--- src/adcsr_pkg.sv ---
// adcsr_pkg: constants and types of the serial register decoder
// assumes a single clk domain; serial pins are asynchronous to it

// ============================================================
// package
package adcsr_pkg;
    localparam int FRAME_BITS     = 16;
    localparam int AUTO_PM_EDGE   = 15;
    localparam int CTL_WIDTH      = 12;
    localparam int RNG_WIDTH      = 8;
    localparam int SEQ_WIDTH      = 4;
    localparam logic [11:0] CTL_RESET = 12'h000;
    localparam logic [7:0]  RNG_RESET = 8'h00;
    localparam logic [3:0]  SEQ_RESET = 4'h0;
    // control field positions inside the 12 payload bits
    localparam int CTL_ADDR_POS   = 10;
    localparam int CTL_MODE_POS   = 8;
    localparam int CTL_PM_POS     = 6;
    localparam int CTL_CODING_POS = 5;
    localparam int CTL_REF_POS    = 4;
    localparam int CTL_SEQ_POS    = 2;
    // header codes
    localparam logic [2:0] HDR_CTL = 3'h4;
    localparam logic [2:0] HDR_RNG = 3'h5;
    localparam logic [2:0] HDR_SEQ = 3'h7;
    localparam logic [1:0] PM_NORMAL   = 2'h0;
    localparam logic [1:0] PM_STANDBY  = 2'h1;
    localparam logic [1:0] PM_AUTOSHUT = 2'h2;
    localparam logic [1:0] PM_FULLSHUT = 2'h3;
    localparam logic [1:0] SQ_LISTED   = 2'h1;
    localparam logic [1:0] SQ_CONSEC   = 2'h2;
    localparam logic [1:0] CFG_SINGLE  = 2'h0;
    localparam logic [1:0] CFG_PSEUDO3 = 2'h3;
    // analog mux selections: 3'h4 stands for the ground return
    localparam logic [2:0] MUX_GROUND  = 3'h4;

    typedef struct packed {
        logic [1:0] channelAddr;
        logic [1:0] inputMode;
        logic [1:0] powerSel;
        logic       coding;
        logic       refSel;
        logic [1:0] sequencerCtl;
    } adcsr_ctl_type;

    typedef struct packed {
        logic       valid;
        logic [2:0] plusIn;
        logic [2:0] minusIn;
        logic [1:0] range;
        logic       coding;
        logic       refInternal;
    } adcsr_conv_type;

    typedef enum logic [1:0] {
        ADCSR_PWR_ON,
        ADCSR_PWR_STANDBY,
        ADCSR_PWR_DOWN
    } adcsr_pwr_type;
endpackage

--- src/adcsr_top.sv ---
// adcsr_top: serial register decoder of the converter
// assumes sclk, csN and din are pins asynchronous to clk, with
// sclk much slower than clk so every edge is seen
`timescale 1ns/1ps
module adcsr_top
    import adcsr_pkg::*;
(
    // clock and reset
    input  wire logic           clk,
    input  wire logic           sys_rst,
    // serial port
    input  wire logic           sclk,
    input  wire logic           csN,
    input  wire logic           din,
    // conversion engine
    input  wire logic           convStart,
    output adcsr_conv_type      convSetup,
    output adcsr_ctl_type       ctlOut,
    output logic      [7:0]     rangeOut,
    output logic      [3:0]     seqOut,
    output adcsr_pwr_type       powerState,
    output logic                frameDone
);
    // ============================================================
    // pin synchronisers
    logic sclkS;
    logic csNS;
    logic dinS;

    adcsr_sync uSyncClk (
        .clk      (clk),
        .sys_rst  (sys_rst),
        .resetVal (1'b0),
        .din      (sclk),
        .dout     (sclkS)
    );
    adcsr_sync uSyncCs (
        .clk      (clk),
        .sys_rst  (sys_rst),
        .resetVal (1'b1),
        .din      (csN),
        .dout     (csNS)
    );
    adcsr_sync uSyncDin (
        .clk      (clk),
        .sys_rst  (sys_rst),
        .resetVal (1'b0),
        .din      (din),
        .dout     (dinS)
    );

    // ============================================================
    // edge detection on synchronised serial clock
    logic sclkPrev_r;
    logic sclkFall;
    logic sclkRise;

    always_ff @(posedge clk) begin
        if (sys_rst) begin
            sclkPrev_r <= 1'b0;
        end else begin
            sclkPrev_r <= sclkS;
        end
    end
    // data is taken on the falling edge of the serial clock
    assign sclkFall = sclkPrev_r & ~sclkS & ~csNS;
    assign sclkRise = ~sclkPrev_r & sclkS & ~csNS;

    // ============================================================
    // shift register and bit counter
    logic [15:0] shift_r;
    logic [15:0] shift_nxt;
    logic [4:0]  bitCnt_r;
    logic [4:0]  riseCnt_r;
    logic        lastBit;

    assign shift_nxt = {shift_r[14:0], dinS};
    assign lastBit   = sclkFall && (bitCnt_r == 5'(FRAME_BITS - 1));

    always_ff @(posedge clk) begin
        if (sys_rst || csNS) begin
            bitCnt_r <= 5'h00;
        end else if (sclkFall) begin
            bitCnt_r <= lastBit ? 5'h00 : bitCnt_r + 5'h01;
        end
    end

    always_ff @(posedge clk) begin
        if (sys_rst) begin
            shift_r <= 16'h0000;
        end else if (sclkFall) begin
            shift_r <= shift_nxt;
        end
    end

    // rising edges since the last control update, for auto power modes
    logic ctlWritten_r;
    always_ff @(posedge clk) begin
        if (sys_rst) begin
            riseCnt_r <= 5'h00;
        end else if (ctlWritten_r) begin
            riseCnt_r <= 5'h00;
        end else if (sclkRise && riseCnt_r != 5'(AUTO_PM_EDGE)) begin
            riseCnt_r <= riseCnt_r + 5'h01;
        end
    end

    // ============================================================
    // header decode and register loads
    logic [2:0] header;
    logic       loadCtl;
    logic       loadRng;
    logic       loadSeq;

    assign header  = shift_nxt[15:13];

    // write flag 0 and the 1,1,0 code match nothing: no load
    always_comb begin
        loadCtl = 1'b0;
        loadRng = 1'b0;
        loadSeq = 1'b0;
        if (lastBit) begin
            case (header)
                HDR_CTL: loadCtl = 1'b1;
                HDR_RNG: loadRng = 1'b1;
                HDR_SEQ: loadSeq = 1'b1;
                default: ;
            endcase
        end
    end

    logic [11:0] ctlReg_r;
    logic [7:0]  rngReg_r;
    logic [3:0]  seqReg_r;

    // no read path exists: registers only feed the engine
    always_ff @(posedge clk) begin
        if (sys_rst) begin
            ctlReg_r <= CTL_RESET;
        end else if (loadCtl) begin
            ctlReg_r <= shift_nxt[12:1];
        end
    end

    always_ff @(posedge clk) begin
        if (sys_rst) begin
            rngReg_r <= RNG_RESET;
        end else if (loadRng) begin
            rngReg_r <= shift_nxt[12:5];
        end
    end

    always_ff @(posedge clk) begin
        if (sys_rst) begin
            seqReg_r <= SEQ_RESET;
        end else if (loadSeq) begin
            seqReg_r <= shift_nxt[12:9];
        end
    end

    always_ff @(posedge clk) begin
        if (sys_rst) begin
            ctlWritten_r <= 1'b0;
        end else begin
            ctlWritten_r <= loadCtl;
        end
    end

    always_ff @(posedge clk) begin
        if (sys_rst) begin
            frameDone <= 1'b0;
        end else begin
            frameDone <= lastBit;
        end
    end

    // ============================================================
    // control field split; reserved positions are simply dropped
    adcsr_ctl_type ctl;
    always_comb begin
        ctl.channelAddr  = ctlReg_r[CTL_ADDR_POS-1 +: 2];
        ctl.inputMode    = ctlReg_r[CTL_MODE_POS-1 +: 2];
        ctl.powerSel     = ctlReg_r[CTL_PM_POS-1 +: 2];
        ctl.coding       = ctlReg_r[CTL_CODING_POS-1];
        ctl.refSel       = ctlReg_r[CTL_REF_POS-1];
        ctl.sequencerCtl = ctlReg_r[CTL_SEQ_POS-1 +: 2];
    end
    assign ctlOut   = ctl;
    assign rangeOut = rngReg_r;
    assign seqOut   = seqReg_r;

    // ============================================================
    // sequencer: picks the channel of the next conversion
    logic [1:0] curChan_r;
    logic [1:0] nextChan;
    logic [1:0] listNext;
    logic       seqActive;
    logic [3:0] chanFlag;

    assign seqActive = (ctl.sequencerCtl == SQ_LISTED) ||
                       (ctl.sequencerCtl == SQ_CONSEC);

    // the sequence register keeps channel 0 in its top bit; chanFlag
    // turns it round so that chanFlag[n] belongs to channel n
    always_comb begin
        for (int n = 0; n < SEQ_WIDTH; n++) begin
            chanFlag[n] = seqReg_r[SEQ_WIDTH - 1 - n];
        end
    end

    // next flagged channel above curChan_r, wrapping to the lowest
    always_comb begin
        listNext = curChan_r;
        for (int i = 4; i >= 1; i--) begin
            if (chanFlag[2'(curChan_r + 2'(i))])
                listNext = 2'(curChan_r + 2'(i));
        end
    end

    always_comb begin
        case (ctl.sequencerCtl)
            SQ_LISTED: nextChan = listNext;
            SQ_CONSEC: nextChan = (curChan_r >= ctl.channelAddr) ?
                                  2'h0 : curChan_r + 2'h1;
            default:   nextChan = ctl.channelAddr;
        endcase
    end

    // a control write restarts the sequence at its first channel
    logic [1:0] firstChan;
    always_comb begin
        firstChan = 2'h0;
        for (int i = 3; i >= 0; i--) begin
            if (chanFlag[i])
                firstChan = 2'(i);
        end
    end

    logic seqPending_r;
    always_ff @(posedge clk) begin
        if (sys_rst) begin
            seqPending_r <= 1'b0;
        end else if (ctlWritten_r) begin
            seqPending_r <= 1'b1;
        end else if (convStart) begin
            seqPending_r <= 1'b0;
        end
    end

    // a start in the cycle after a control load keeps the old channel
    always_ff @(posedge clk) begin
        if (sys_rst) begin
            curChan_r <= 2'h0;
        end else if (convStart && !ctlWritten_r) begin
            if (!seqActive)
                curChan_r <= ctl.channelAddr;
            else if (seqPending_r)
                curChan_r <= (ctl.sequencerCtl == SQ_LISTED) ?
                             firstChan : 2'h0;
            else
                curChan_r <= nextChan;
        end
    end

    // ============================================================
    // setup latched at conversion start; an in-flight conversion
    // keeps its setup even if control is rewritten meanwhile
    logic [1:0] startChan;
    logic [2:0] plusSel;
    logic [2:0] minusSel;

    always_comb begin
        if (!seqActive)
            startChan = ctl.channelAddr;
        else if (seqPending_r)
            startChan = (ctl.sequencerCtl == SQ_LISTED) ? firstChan
                                                        : 2'h0;
        else
            startChan = nextChan;
    end

    adcsr_chan_sel uChanSel (
        .inputMode (ctl.inputMode),
        .channel   (startChan),
        .plusIn    (plusSel),
        .minusIn   (minusSel)
    );

    // range pair of the started channel, channel 0 in the top pair
    logic [1:0]     chanRange;
    adcsr_conv_type convSetup_nxt;

    assign chanRange = rngReg_r[RNG_WIDTH - 2 - 2*startChan +: 2];

    always_comb begin
        convSetup_nxt.valid       = 1'b1;
        convSetup_nxt.plusIn      = plusSel;
        convSetup_nxt.minusIn     = minusSel;
        convSetup_nxt.range       = chanRange;
        convSetup_nxt.coding      = ctl.coding;
        convSetup_nxt.refInternal = ctl.refSel;
    end

    always_ff @(posedge clk) begin
        if (sys_rst) begin
            convSetup <= '0;
        end else if (convStart) begin
            convSetup <= convSetup_nxt;
        end
    end

    // ============================================================
    // power state
    // the edge count restarts one cycle after a control load; that
    // cycle still shows the old count and must not end the wait
    logic          autoDue;
    adcsr_pwr_type powerState_nxt;

    assign autoDue = !ctlWritten_r && riseCnt_r == 5'(AUTO_PM_EDGE);

    always_comb begin
        case (ctl.powerSel)
            PM_FULLSHUT: powerState_nxt = ADCSR_PWR_DOWN;
            PM_AUTOSHUT: powerState_nxt = autoDue ? ADCSR_PWR_DOWN
                                                  : ADCSR_PWR_ON;
            PM_STANDBY:  powerState_nxt = autoDue ? ADCSR_PWR_STANDBY
                                                  : ADCSR_PWR_ON;
            default:     powerState_nxt = ADCSR_PWR_ON;
        endcase
    end

    always_ff @(posedge clk) begin
        if (sys_rst) begin
            powerState <= ADCSR_PWR_ON;
        end else begin
            powerState <= powerState_nxt;
        end
    end
endmodule

--- src/adcsr_sync.sv ---
// adcsr_sync: two flip-flop synchroniser for one level
// assumes din is asynchronous to clk
`timescale 1ns/1ps
module adcsr_sync
    import adcsr_pkg::*;
(
    // clock and reset
    input  wire logic clk,
    input  wire logic sys_rst,
    input  wire logic resetVal,
    // level
    input  wire logic din,
    output logic      dout
);
    logic stage1_r;

    // reset to the pin's idle level, so no false edge follows reset
    always_ff @(posedge clk) begin
        if (sys_rst) begin
            stage1_r <= resetVal;
            dout     <= resetVal;
        end else begin
            stage1_r <= din;
            dout     <= stage1_r;
        end
    end
endmodule

--- src/adcsr_chan_sel.sv ---
// adcsr_chan_sel: maps mode and channel address to mux inputs
// assumes inputMode comes from the applied control word and channel from the sequencer's start choice
`timescale 1ns/1ps
module adcsr_chan_sel
    import adcsr_pkg::*;
(
    // selection
    input  wire logic [1:0] inputMode,
    input  wire logic [1:0] channel,
    // analog mux
    output logic      [2:0] plusIn,
    output logic      [2:0] minusIn
);
    always_comb begin
        plusIn  = {1'b0, channel};
        minusIn = MUX_GROUND;
        case (inputMode)
            CFG_SINGLE: begin
                plusIn  = {1'b0, channel};
                minusIn = MUX_GROUND;
            end
            CFG_PSEUDO3: begin
                // address 11 is not allowed here; host keeps it away
                plusIn  = {1'b0, channel};
                minusIn = 3'h3;
            end
            default: begin
                plusIn  = {1'b0, channel[1], 1'b0};
                minusIn = {1'b0, channel[1], 1'b1};
            end
        endcase
    end
endmodule

--- config.mk ---
export PLATFORM = sky130hd
export DESIGN_NAME = adcsr_top
export DESIGN_NICKNAME = d
export VERILOG_FILES = /design/src/adcsr_pkg.sv /design/src/adcsr_top.sv /design/src/adcsr_sync.sv /design/src/adcsr_chan_sel.sv
export SDC_FILE = /design/constraint.sdc
export NUM_CORES = 1
export LEC_CHECK = 0
export BUFFER_PORTS_ARGS = -buffer_cell sky130_fd_sc_hd__buf_2
export CAP_MARGIN = 25
export CORE_MARGIN = 4
export CORE_UTILIZATION = 50
export CTS_CLUSTER_DIAMETER = 40
export DETAILED_ROUTE_END_ITERATION = 7
export PLACE_DENSITY = 0.71
export SLEW_MARGIN = 10
export SYNTH_ARGS = -nofsm -noshare
export SYNTH_HDL_FRONTEND = slang
export SYNTH_SLANG_ARGS = --single-unit
--- constraint.sdc ---
create_clock -name clk -period 2.4 [get_ports clk]
set_input_delay 0.12 -clock clk [delete_from_list [all_inputs] [get_ports clk]]
set_output_delay 0.12 -clock clk [all_outputs]
set_load 0.01 [all_outputs]
Yosys cells after proc, flatten, opt, wreduce, memory -nomap -nowiden

Cells that the tools add are included.
W data, S select, Z words.

Add/subtract/negate cells: 6
Order comparisons: 4
Equality and inequality tests: 12
Shifts and indexed selects: 1
Muxes and demuxes: 32
Bitwise gates (word level): 7
Reduce and logical (&&, ||, !) cells: 11

Operator list:

| operator              | count |
|---|---|
| $shiftx A8 B33 Y2     | 1 |
| $mux W2               | 12 |
| $mux W1               | 13 |
| $add A5 B1 Y5 const B | 2 |
| $eq A5 B4 Y1 const B  | 2 |
| $eq A3 B3 Y1 const B  | 3 |
| $lt A2 B3 Y1 const B  | 3 |
| $eq A2 B2 Y1 const B  | 4 |
| $bmux W1 S2           | 3 |
| $pmux W2 S3           | 1 |
| $pmux W3 S2           | 1 |
| $mux W5               | 1 |
| $ne A5 B4 Y1 const B  | 1 |
| $add A2 B2 Y2 const B | 2 |
| $and A1 B1 Y1         | 4 |
| $eq A2 B1 Y1 const B  | 2 |
| $logic_and A1 B1 Y1   | 4 |
| $pmux W2 S2           | 1 |
| $reduce_or A2 Y1      | 2 |
| $sub A3 B3 Y4 const A | 1 |
| $not A1 Y1            | 3 |
| $add A2 B1 Y2 const B | 1 |
| $ge A2 B2 Y1          | 1 |
| $logic_not A2 Y1      | 1 |
| other kinds (3)       | 4 |

Bits in registers: 72
Input bits: 6
Output and inout bits: 36
Logic and storage cells: 97

Depth between registers and ports, before layout

Gate-level depths: netlist (run 1).

Depth after elaboration: 11
Mapped depth: 9
Mapped depth without buffers: 8

Modules after synthesis

A second synthesis (run 1) with hierarchy kept.

Cells, all modules: 349
Area, all modules: 3046.7 µm²

By module, submodules not included:

| module         | times used | cells each | area each (µm²) | seq. area each (µm²) |
|---|---|---|---|---|
| adcsr_top      | 1          | 326        | 2767.7          | 1321.3 |
| adcsr_sync     | 3          | 4          | 62.6            | 40.0 |
| adcsr_chan_sel | 1          | 11         | 91.3            | 0.0 |

Worst setup path after synthesis (run 1)

OpenSTA, ideal clock, no wires.

Path kind: register to register
From: register curChan_r[0]
To: register convSetup[7] in the netlist's numbering
Setup time: 70 ps
Arrival: 2084 ps
Data required time: 2330 ps
Path slack: 245 ps
Cell stages (with the launch flop): 9
Buffers on the path: 0
Clock period less this slack: 2155 ps
Path through: dfxtp_1 > inv_1 > ha_1 > nand2b_1 > a211o_1 > o211a_4 > a21o_2 > or3_1 > a21oi_1

Longest elaborated chain between the ends: 10
Elaborated cells on any way between the ends: 18
Classes of those cells: 3 x add/sub; 1 x order compare; 14 x mux

RTL lines:

| item                          | line                               | source |
|---|---|---|
| start, declared               | adcsr_top.sv:194                   | `logic [1:0] curChan_r;` |
| start signal, assigned        | adcsr_top.sv:256                   | `curChan_r <= ctl.channelAddr;` |
| start signal, assigned        | adcsr_top.sv:258                   | `curChan_r <= (ctl.sequencerCtl == SQ_LISTED) ?` |
| start signal, assigned        | adcsr_top.sv:261                   | `curChan_r <= nextChan;` |
| $add A2 B2 Y2                 | adcsr_top.sv:215, adcsr_top.sv:216 |  |
| $bmux W1 S2                   | adcsr_top.sv:215                   | `if (chanFlag[2'(curChan_r + 2'(i))])` |
| $mux W1 (implied by the code) | adcsr_top.sv:215                   |  |
| $mux W2 (3 in a row)          | adcsr_top.sv:215                   |  |
| $pmux W2 S2 (*)               | adcsr_top.sv:221                   | `case (ctl.sequencerCtl)` |
| $mux W2 (*)                   | adcsr_top.sv:275                   | `else if (seqPending_r)` |
| $mux W2 (*)                   | adcsr_top.sv:273                   | `if (!seqActive)` |
| $mux W1 (*)                   | adcsr_chan_sel.sv:17               | `case (inputMode)` |
| end signal, assigned          | adcsr_top.sv:308                   | `convSetup <= convSetup_nxt;` |
| end, declared                 | adcsr_top.sv:17                    | `output adcsr_conv_type convSetup,` |

Every way passes the cells marked *; elsewhere a longest branch is shown, timed or not. The select of a mux whose other input is x is not followed.
A chain may end at the register's enable or synchronous reset.

Final worst setup path (run 1)

From: register curChan_r[1]
To: register convSetup[7] in the netlist's numbering

Longest elaborated chain between the ends: 10
Elaborated cells on any way between the ends: 18
Classes of those cells: 3 x add/sub; 1 x order compare; 14 x mux

RTL lines:

| item                          | line |
|---|---|
| $add A2 B2 Y2                 | adcsr_top.sv:215 |
| $bmux W1 S2                   | adcsr_top.sv:215 |
| $mux W1 (implied by the code) | adcsr_top.sv:215 |
| $mux W2 (3 in a row)          | adcsr_top.sv:215 |
| $pmux W2 S2 (*)               | adcsr_top.sv:221 |
| $mux W2 (*)                   | adcsr_top.sv:275 |
| $mux W2 (*)                   | adcsr_top.sv:273 |
| $mux W1 (*)                   | adcsr_chan_sel.sv:17 |

Marked as above.

==> impl_metrics.csv, run 1 <==
group,metric,value,unit
outcome,outcome,"complete, no violations",
synth,synth_top_area_cell,"dfxtp_1",
drt,first_iter_violations,136,
global_routing,grt_max_degree,36,
floorplan,ios,42,
sta,fin_crit,2145,ps
drt,drt_wl_total,6313,um
floorplan,placementRows,28,
synth,syn_area,3020,sq um
min_path,hold_class,"input port to flip-flop",
cts,cts_inserted_buffers,9,
cts,cts-root-buf,"clkbuf_8",
global_routing,grt_pass1_wl,10760,um
setup_path,r2r_cells,6,
floorplan,start_util,0.5132,
pwr,irDropWorstVdd,0.3903,mV
setup_path,cp-end-kind,"flip-flop",
synth,yosysSeqAreaShare,0.4706,
layout,diodes,0,
placement,place_congestion,0.8154,
synth,synth_edf_count,0,
cts,htree_levels,3,
cts,tritoncts,"done",
setup_path,rr_startpoint,"curChan_r[1]",
pwr,cellLeakagePower,1.329,nW
setup_path,worst_path_max_delay_cell,"dfxtp_1",
sta,finalHoldViolCount,0,
setup_path,start_kind,"flip-flop",
placement,placed_area,3291,sq um
floorplan,die_y,85.72,um
cts,path_clk_slew,90,ps
setup_path,path_delay_family,"compound AO/OA/AOI/OAI gates",
global_routing,first_global_vias,2320,
floorplan,fp.dieW,85.72,um
sta,finalSetupViolations,0,
sta,skew,12.25,ps
synth,synth_top_flop_cell,"dfxtp_1",
layout,multi_input_area,1448,sq um
setup_path,crit_chain,"ha_1 -> a211o_1 -> o211a_4 -> a21o_2 -> or3_1 -> a21oi_1",
drt,vias_per_cell,5.248,
placement,port_buffers,40,
synth,synth.avg_cell_area,8.755,sq um
cts,cts_setup_buffers,0,
sta,period_share,0.8938,
sta,tightest_slew,612.2,ps
layout,drive_above_1_share,0.1883,
pwr,p_per_area,607.4,nW/um^2
layout,num-fill-cells,531,
sta,max_slew_margin,0.5919,
floorplan,dieArea,7348,sq um
synth,synth_seq_cells,71,
global_routing,antenna_found_initial,0,
min_path,min-delay-start,"convStart",
setup_path,cp.required,2680,ps
layout,area_delta_synth_final,16.07,%
layout,finish.instance_area,3506,sq um
synth,syn_inst,345,
sta,rsz0062_at_grt,"no",
sta,fmax,0.4662,GHz
setup_path,r2r_slack,250,ps
setup_path,slowest_delay,550,ps
min_path,holdPathEnd,"convSetup[4]",
placement,dp_hpwl,4470,um
synth,synth_cell_types,49,
drt,remaining_drc_errors,0,
drt,ant_nets,0,
synth,synthTopCellsByArea,"dfxtp_1 (47%), nand2_1 (7.5%), a21oi_1 (6.1%)",
cts,clock_path_buffers,2,
setup_path,path_class,"flip-flop to flip-flop",
sta,tns,0,ps
synth,synth_most_common_cell,"dfxtp_1",
synth,synth_top_area_frac,0.4706,
job,drv_cap,0,
min_path,min_path_cells,2,
global_routing,grtUsageTotal,0.1840,
drt,routedWlPerCell,13.49,um
layout,nNetsFinal,405,
cts,insertion_delay,350,ps
synth,syn-num-nets,362,
drt,drtPass1Iterations,4,
cts,cts_sinks,71,
synth,ys_warn_count,0,
setup_path,worst-path-buf-inv,0,
layout,seq_area,1421,sq um
setup_path,worstPathMaxFanout,12,
drt,vias,2456,
setup_path,r2r_end,"convSetup[7]",
sta,slew_violations,0,
global_routing,grt_overflow_total,0,
setup_path,crit_arrival,2420,ps
synth,synthArstFlopShare,0,
floorplan,design.core.area,5886,sq um
synth,netlist_top_cells_count,"dfxtp_1 (71), nand2_1 (60), a21oi_1 (37), nor2_1 (32), mux2i_1 (18)",
per-stage QoR:
stage                     worst slack, ps  instances  hold slack (ps)  total power, mW    util
final                               255.0        468            147.5            2.129  0.5957
after global routing                117.0        468            135.2            2.218  0.5957
after CTS                           268.9        468            135.9            2.158  0.5957
after detailed placement            275.1        449            309.6            1.271  0.5591
after global placement              319.6        449            307.4            1.270  0.5591
after floorplan                     245.1        345            223.8            1.258       -
metal layers:
layer | routed length, um | track usage
met3 | 306 | 0.05860
met5 | 0 | 0
met4 | 162 | 0.08345
met2 | 3051 | 0.2952
met1 | 2793 | 0.2257
cell families (layout without fill, tap and decap cells):
family,count (synthesis),in the layout,share of synthesized area
compound gates,69,69,0.1458
xor+xnor,4,4,0.01160
fa+ha+maj,11,11,0.04557
buf+inv,36,84,0.05013
flops,71,71,0.4706
mux,19,19,0.06338
other cells,1,1,0.001242
simple gates,134,134,0.2117
how the worst max path moves through the flow:
stage                     cells past startpoint            to         start
after floorplan                               8  convSetup[7]  curChan_r[0]
after global placement                        8  convSetup[7]  curChan_r[0]
after detailed placement                      8  convSetup[7]  curChan_r[0]
after CTS                                     8  convSetup[7]  curChan_r[0]
after global routing                          6  convSetup[3]  curChan_r[1]
final                                         6  convSetup[7]  curChan_r[1]
cell type report:
type / instances / area share
tap: 75 / 0.02677
sequential: 71 / 0.4054
clock buffer: 9 / 0.03533
inverter: 16 / 0.01713
clock inverter: 7 / 0.01749
multi-input combinational: 238 / 0.4129
timing repair buffer: 52 / 0.08494
worst register-to-register path, delay by kind of cell, from the launching register on:
kind            cells  cell delay [ps]
compound gates      4              890
fa+ha+maj           1              310
simple gates        1              320
flops               1              550
placed cells by master, fill, tap and decap left out, types with 2 or more instances in the layout:
cell           count
buf_4              9
inv_6              3
ha_1              11
dlygate4sd3_1      3
nand3_1            2
nor3b_1            5
xnor2_1            2
mux2i_1           18
a211oi_1          12
nand2_1           60
o32ai_1            2
buf_2             40
nand2b_1           4
a31oi_1            2
clkinvlp_4         2
inv_1             16
or3b_1             2
dfxtp_1           71
a21oi_1           37
clkbuf_8           9
o21ai_0            4
o211ai_1           2
nor2b_1            5
nor2_1            32
or2_2              3
and3_1             2
nor3_1             8
xor2_1             2
or3_1              2
flip-flops by register name (all words and copies together) (netlist names):
name               count
curChan_r              2
convSetup             10
rangeOut               8
uSyncDin.dout          1
shift_r               15
uSyncClk.dout          1
uSyncCs.stage1_r       1
uSyncClk.stage1_r      1
sclkPrev_r             1
ctlWritten_r           1
riseCnt_r              5
ctlReg_r              10
uSyncDin.stage1_r      1
seqOut                 4
seqPending_r           1
bitCnt_r               5
frameDone              1
powerState             2
uSyncCs.dout           1
power by group:
group / switching [mW] / internal (mW)
clock network: 0.489 / 0.394
registers: 0.00590 / 1.19
logic: 0.0338 / 0.0198
total: 0.529 / 1.60
timing repair:
item / in CTS / in global routing
hold buffers: 3 / 0
endpoints found under the hold margin: 3 / 0
resized for setup: 0 / 0
Note: power is estimated with default switching activity, not from simulation.
==> inputs of run 2 (changes only) <==
--- a/config.mk
+++ b/config.mk
@@ -7,10 +7,11 @@
 export LEC_CHECK = 0
 export BUFFER_PORTS_ARGS = -buffer_cell sky130_fd_sc_hd__buf_2
 export CAP_MARGIN = 25
-export CORE_MARGIN = 4
+export CORE_ASPECT_RATIO = 0.6
 export CORE_UTILIZATION = 50
 export CTS_CLUSTER_DIAMETER = 40
 export DETAILED_ROUTE_END_ITERATION = 7
+export GPL_TIMING_DRIVEN = 0
 export PLACE_DENSITY = 0.71
 export SLEW_MARGIN = 10
 export SYNTH_ARGS = -nofsm -noshare
==> impl_metrics.csv, run 2 (synthesized netlist as in run 1, its figures left out) <==
group,metric,value,unit
setup_path,rr_startpoint,"curChan_r[0]",
min_path,holdPathEnd,"convSetup[7]",
sta,max_slew_margin,0.5797,
layout,largest_register_ffs,15,
global_routing,antenna_found_initial,0,
floorplan,dieArea,6366,sq um
drt,ant_nets,0,
global_routing,first_global_vias,2204,
cts,path_clk_slew,70,ps
sta,skew,9.804,ps
cts,insertion_delay,350,ps
outcome,outcome,"complete, no violations",
floorplan,ios,42,
cts,cts_sinks,71,
drt,remaining_drc_errors,0,
drt,drtPass1Iterations,5,
setup_path,start_kind,"flip-flop",
floorplan,placementRows,21,
sta,tightest_slew,628.1,ps
global_routing,grt_overflow_total,0,
global_routing,grt_pass1_wl,11170,um
sta,finalSetupViolations,0,
pwr,p_per_area,636.2,nW/um^2
drt,vias,2570,
cts,clock_path_buffers,2,
layout,area_delta_synth_final,18.77,%
layout,nNetsFinal,415,
min_path,min-delay-start,"convStart",
pwr,cellLeakagePower,1.350,nW
job,drv_cap,0,
cts,htree_levels,3,
sta,period_share,0.9570,
floorplan,design.core.area,5702,sq um
min_path,hold_class,"input port to flip-flop",
setup_path,r2r_cells,8,
global_routing,grtUsageTotal,0.2338,
layout,layout_common_cells,"dfxtp_1 (70), nand2_1 (60), buf_2 (43)",
floorplan,die_y,62.21,um
sta,slew_violations,0,
setup_path,cp-end-kind,"flip-flop",
placement,post-place-ws,-73.74,ps
setup_path,path_class,"flip-flop to flip-flop",
drt,first_iter_violations,194,
pwr,irDropWorstVdd,0.3347,mV
sta,fmax,0.4354,GHz
min_path,min_path_cells,4,
placement,dp_hpwl,5054,um
layout,diodes,0,
placement,place_congestion,0.8761,
setup_path,crit_arrival,2570,ps
cts,cts_inserted_buffers,9,
layout,reg_top3,"shift_r: 15 flops, convSetup: 10 flops, ctlReg_r: 10 flops",
sta,whs,144.7,ps
layout,largest_register,"shift_r",
floorplan,start_util,0.5297,
setup_path,worstPathMaxFanout,6,
placement,port_buffers,40,
sta,tns,0,ps
setup_path,r2r_end,"convSetup[7]",
setup_path,cp.required,2680,ps
sta,worst_slack,103.3,ps
global_routing,grt_max_degree,12,
cts,tritoncts,"done",
cts,cts-root-buf,"clkbuf_8",
drt,routedWlPerCell,14.39,um
floorplan,fp.dieW,102.3,um
setup_path,r2r_slack,100,ps
layout,drive_above_1_share,0.1866,
drt,vias_per_cell,5.332,
drt,drt_wl_total,6936,um
layout,final_common_cell,"dfxtp_1",
setup_path,startpoint,"curChan_r[0]",
sta,fin_crit,2297,ps
sta,finalHoldViolCount,0,
==> run 2: cell count changes in the layout (fill, tap and decap cells not counted), moves of 2 or more <==
cell	delta
a211oi_1	-4
a211oi_2	+4
buf_2	+3
buf_4	-8
bufinv_16	+2
clkbuf_1	+13
clkinv_2	+2
clkinvlp_4	-2
inv_6	-3
==> run 2: layout make-up <==
cell class / instances / area [sq um]
Clock buffer: 11 / 141.4
Buffer: 19 / 90.09
Tap cell: 80 / 100.1
Fill cell: 500 / 2115
Timing Repair Buffer: 43 / 230.2
Inverter: 16 / 60.06
Multi-Input combinational cell: 238 / 1470
Clock inverter: 4 / 70.07
Sequential cell: 71 / 1425
==> run 2: critical path, cell delays in order (launching register included) <==
cell      delay [ps]
dfxtp_4          370
inv_1            160
ha_1             260
nand2b_1         140
a211o_1          330
o211a_4          260
a21o_2           260
or3_1            320
a21oi_1          140
==> run 2: what timing repair did <==
action                                 in CTS  in global routing
pin swaps                                   0                  1
setup endpoints to repair                   4                 23
hold buffers                                3                  0
endpoints found under the hold margin       3                  0
resized for setup                           3                  5
buffers inserted                            0                  0
==> run 2: how the worst max path moves through the flow <==
stage               cells after the start  slack (ps)      endpoint
floorplan                               8         250  convSetup[7]
global placement                        8         -50  convSetup[3]
detailed placement                      8         -70  convSetup[3]
CTS                                     8          70  convSetup[2]
global route                            7          -1     seqOut[2]
finish                                  8         100  convSetup[7]
==> run 2: stage by stage <==
stage                     power, mW  instances  utilization  area [sq um]
after floorplan               1.258        345            -          3020
after global placement        1.277        465       0.5824          3321
after detailed placement      1.278        465       0.5824          3321
after CTS                     2.305        482       0.6261          3570
after global routing          2.359        482       0.6291          3587
final                         2.282        482       0.6291          3587
==> run 2: where the power goes <==
part	total, mW	internal [mW]	switching (mW)	leakage, nW
Sequential	1.19	1.19	0.00441	0.575
Clock	1.03	0.605	0.424	0.109
Combinational	0.0629	0.0240	0.0389	0.666
==> run 2: metal layers <==
metal / share of wire / up-vias / GRT usage
li1: - / 1279 / -
met1: 0.52 / 1206 / 0.3640
met2: 0.41 / 78 / 0.3096
met3: 0.068 / 7 / 0.06757
met4: 0.0062 / 0 / 0.05893
met5: 0 / - / 0
==> inputs of run 3 (changes only) <==
--- a/config.mk
+++ b/config.mk
@@ -8,11 +8,12 @@
 export BUFFER_PORTS_ARGS = -buffer_cell sky130_fd_sc_hd__buf_2
 export CAP_MARGIN = 25
 export CORE_ASPECT_RATIO = 0.6
-export CORE_UTILIZATION = 50
+export CORE_UTILIZATION = 56
 export CTS_CLUSTER_DIAMETER = 40
 export DETAILED_ROUTE_END_ITERATION = 7
 export GPL_TIMING_DRIVEN = 0
-export PLACE_DENSITY = 0.71
+export HOLD_SLACK_MARGIN = 0.06
+export PLACE_DENSITY = 0.78
 export SLEW_MARGIN = 10
 export SYNTH_ARGS = -nofsm -noshare
 export SYNTH_HDL_FRONTEND = slang
==> impl_metrics.csv, run 3 (synthesized netlist as in run 1, its figures left out) <==
group,metric,value,unit
setup_path,r2r_slack,60,ps
floorplan,ios,42,
sta,slew_violations,0,
layout,final_common_cell,"dfxtp_1",
layout,diodes,0,
layout,layout_common_cells,"dfxtp_1 (70), nand2_1 (60), buf_2 (44)",
drt,remaining_drc_errors,0,
setup_path,r2r_cells,8,
floorplan,die_y,58.89,um
sta,rsz0062_at_grt,"yes",
placement,dp_hpwl,4949,um
setup_path,path_class,"flip-flop to flip-flop",
setup_path,worstPathMaxFanout,6,
drt,routedWlPerCell,15.02,um
min_path,hold_class,"input port to flip-flop",
pwr,p_per_area,646.9,nW/um^2
min_path,min-delay-start,"convStart",
layout,finish.instance_area,3570,sq um
pwr,p_int,1.819,mW
layout,largest_register_ffs,15,
setup_path,rr_startpoint,"curChan_r[0]",
global_routing,grtUsageTotal,0.2554,
drt,ant_nets,0,
layout,stdcell_count,469,
min_path,min_path_cells,4,
floorplan,fp.dieW,96.81,um
job,drv_cap,0,
sta,tns,0,ps
cts,cts_inserted_buffers,9,
pwr,p_sw,490.1,uW
layout,nNetsFinal,415,
floorplan,design.core.area,5130,sq um
setup_path,cp.required,2620,ps
cts,cts-root-buf,"clkbuf_8",
layout,area_delta_synth_final,18.19,%
pwr,swShare,0.2122,
setup_path,start_kind,"flip-flop",
floorplan,start_util,0.5888,
placement,placed_area,3303,sq um
cts,tritoncts,"done",
placement,place_congestion,0.8790,
cts,htree_levels,3,
global_routing,grt_pass1_wl,10960,um
setup_path,r2r_end,"convSetup[3]",
sta,period_share,0.9765,
cts,insertion_delay,350,ps
setup_path,crit_arrival,2560,ps
floorplan,dieArea,5701,sq um
floorplan,placementRows,20,
drt,vias_per_cell,5.516,
global_routing,grt_max_degree,13,
cts,cts_sinks,71,
drt,first_iter_violations,167,
global_routing,grt_overflow_total,0,
placement,place_inst,451,
pwr,pwr-share-comb,0.028,
sta,fmax,0.4267,GHz
cts,path_clk_slew,80,ps
outcome,outcome,"complete, no violations",
sta,max_slew_margin,0.5704,
min_path,holdPathEnd,"convSetup[7]",
sta,finalSetupViolations,0,
setup_path,cp-end-kind,"flip-flop",
cts,clock_path_buffers,2,
global_routing,antenna_found_initial,0,
layout,largest_register,"shift_r",
layout,reg_top3,"shift_r: 15 flops, convSetup: 10 flops, ctlReg_r: 10 flops",
placement,port_buffers,40,
drt,drtPass1Iterations,5,
layout,drive_above_1_share,0.1861,
sta,whs,130.2,ps
pwr,p_seq_frac,0.515,
sta,fin_crit,2344,ps
pwr,irDropWorstVdd,0.3643,mV
setup_path,startpoint,"curChan_r[0]",
drt,vias,2587,
sta,finalHoldViolCount,0,
pwr,clkPwrFrac,0.457,
sta,tightest_slew,642.1,ps
pwr,totalPowerFinal,2.309,mW
sta,skew,9.234,ps
pwr,cellLeakagePower,1.358,nW
drt,drt_wl_total,7043,um
global_routing,first_global_vias,2158,
run 3: cell count changes in the layout (fill, tap and decap cells not counted), sizes merged:
cell / before / now
clkbuf: 24 / 22
buf: 46 / 47
clkinv: 2 / 4
run 3: timing repair:
item / in CTS / in global routing
gates resized for setup: 1 / 4
gates cloned: 0 / 0
hold buffers: 3 / 0
buffers inserted: 0 / 0
setup endpoints to repair: 3 / 25
endpoints found under the hold margin: 3 / 0
run 3: area by class of cell:
type	instances	area, sq um
Buffer	19	87.58
Clock buffer	10	137.6
Clock inverter	6	83.83
Fill cell	420	1560
Inverter	16	60.06
Multi-Input combinational cell	238	1463
Sequential cell	71	1425
Tap cell	66	82.58
Timing Repair Buffer	43	230.2
run 3: layer usage:
metal	up-vias	wire length, um	share of wire	GRT usage
met2	102	2913	0.41	0.3642
li1	1278	-	-	-
met1	1195	3565	0.51	0.3668
met3	12	485	0.069	0.08076
met4	0	78	0.011	0.08316
met5	-	0	0	0
run 3: power by group through the flow:
stage | registers, mW | logic [mW] | clock network [mW]
finish | 1.19 | 0.0636 | 1.06
global route | 1.19 | 0.0694 | 1.12
CTS | 1.19 | 0.0634 | 1.06
detailed placement | 1.22 | 0.0594 | 0
global placement | 1.22 | 0.0587 | 0
floorplan | 1.22 | 0.0378 | 0
run 3: worst max path at each step:
stage                   end  slack [ps]  cells past startpoint
6_report       convSetup[3]          60                      8
5_1_grt           seqOut[2]         -10                      7
4_1_cts        convSetup[3]           2                      8
3_5_place_dp   convSetup[3]        -100                      8
3_3_place_gp   convSetup[3]         -30                      8
2_1_floorplan  convSetup[7]         250                      8
run 3: critical path, stage by stage, from the launching register on:
cell	delay [ps]
dfxtp_4	390
inv_1	110
ha_1	280
nand2b_1	140
a211o_1	340
o211a_4	270
a21o_2	250
a211oi_2	310
o32ai_1	120
run 3: through the flow:
stage / worst slack, ps / utilization
final: 56.47 / 0.6959
after detailed placement: -97.61 / 0.6439
after global routing: -14.21 / 0.6959
after floorplan: 245.1 / -
after CTS: 2.346 / 0.6932
after global placement: -31.69 / 0.6439
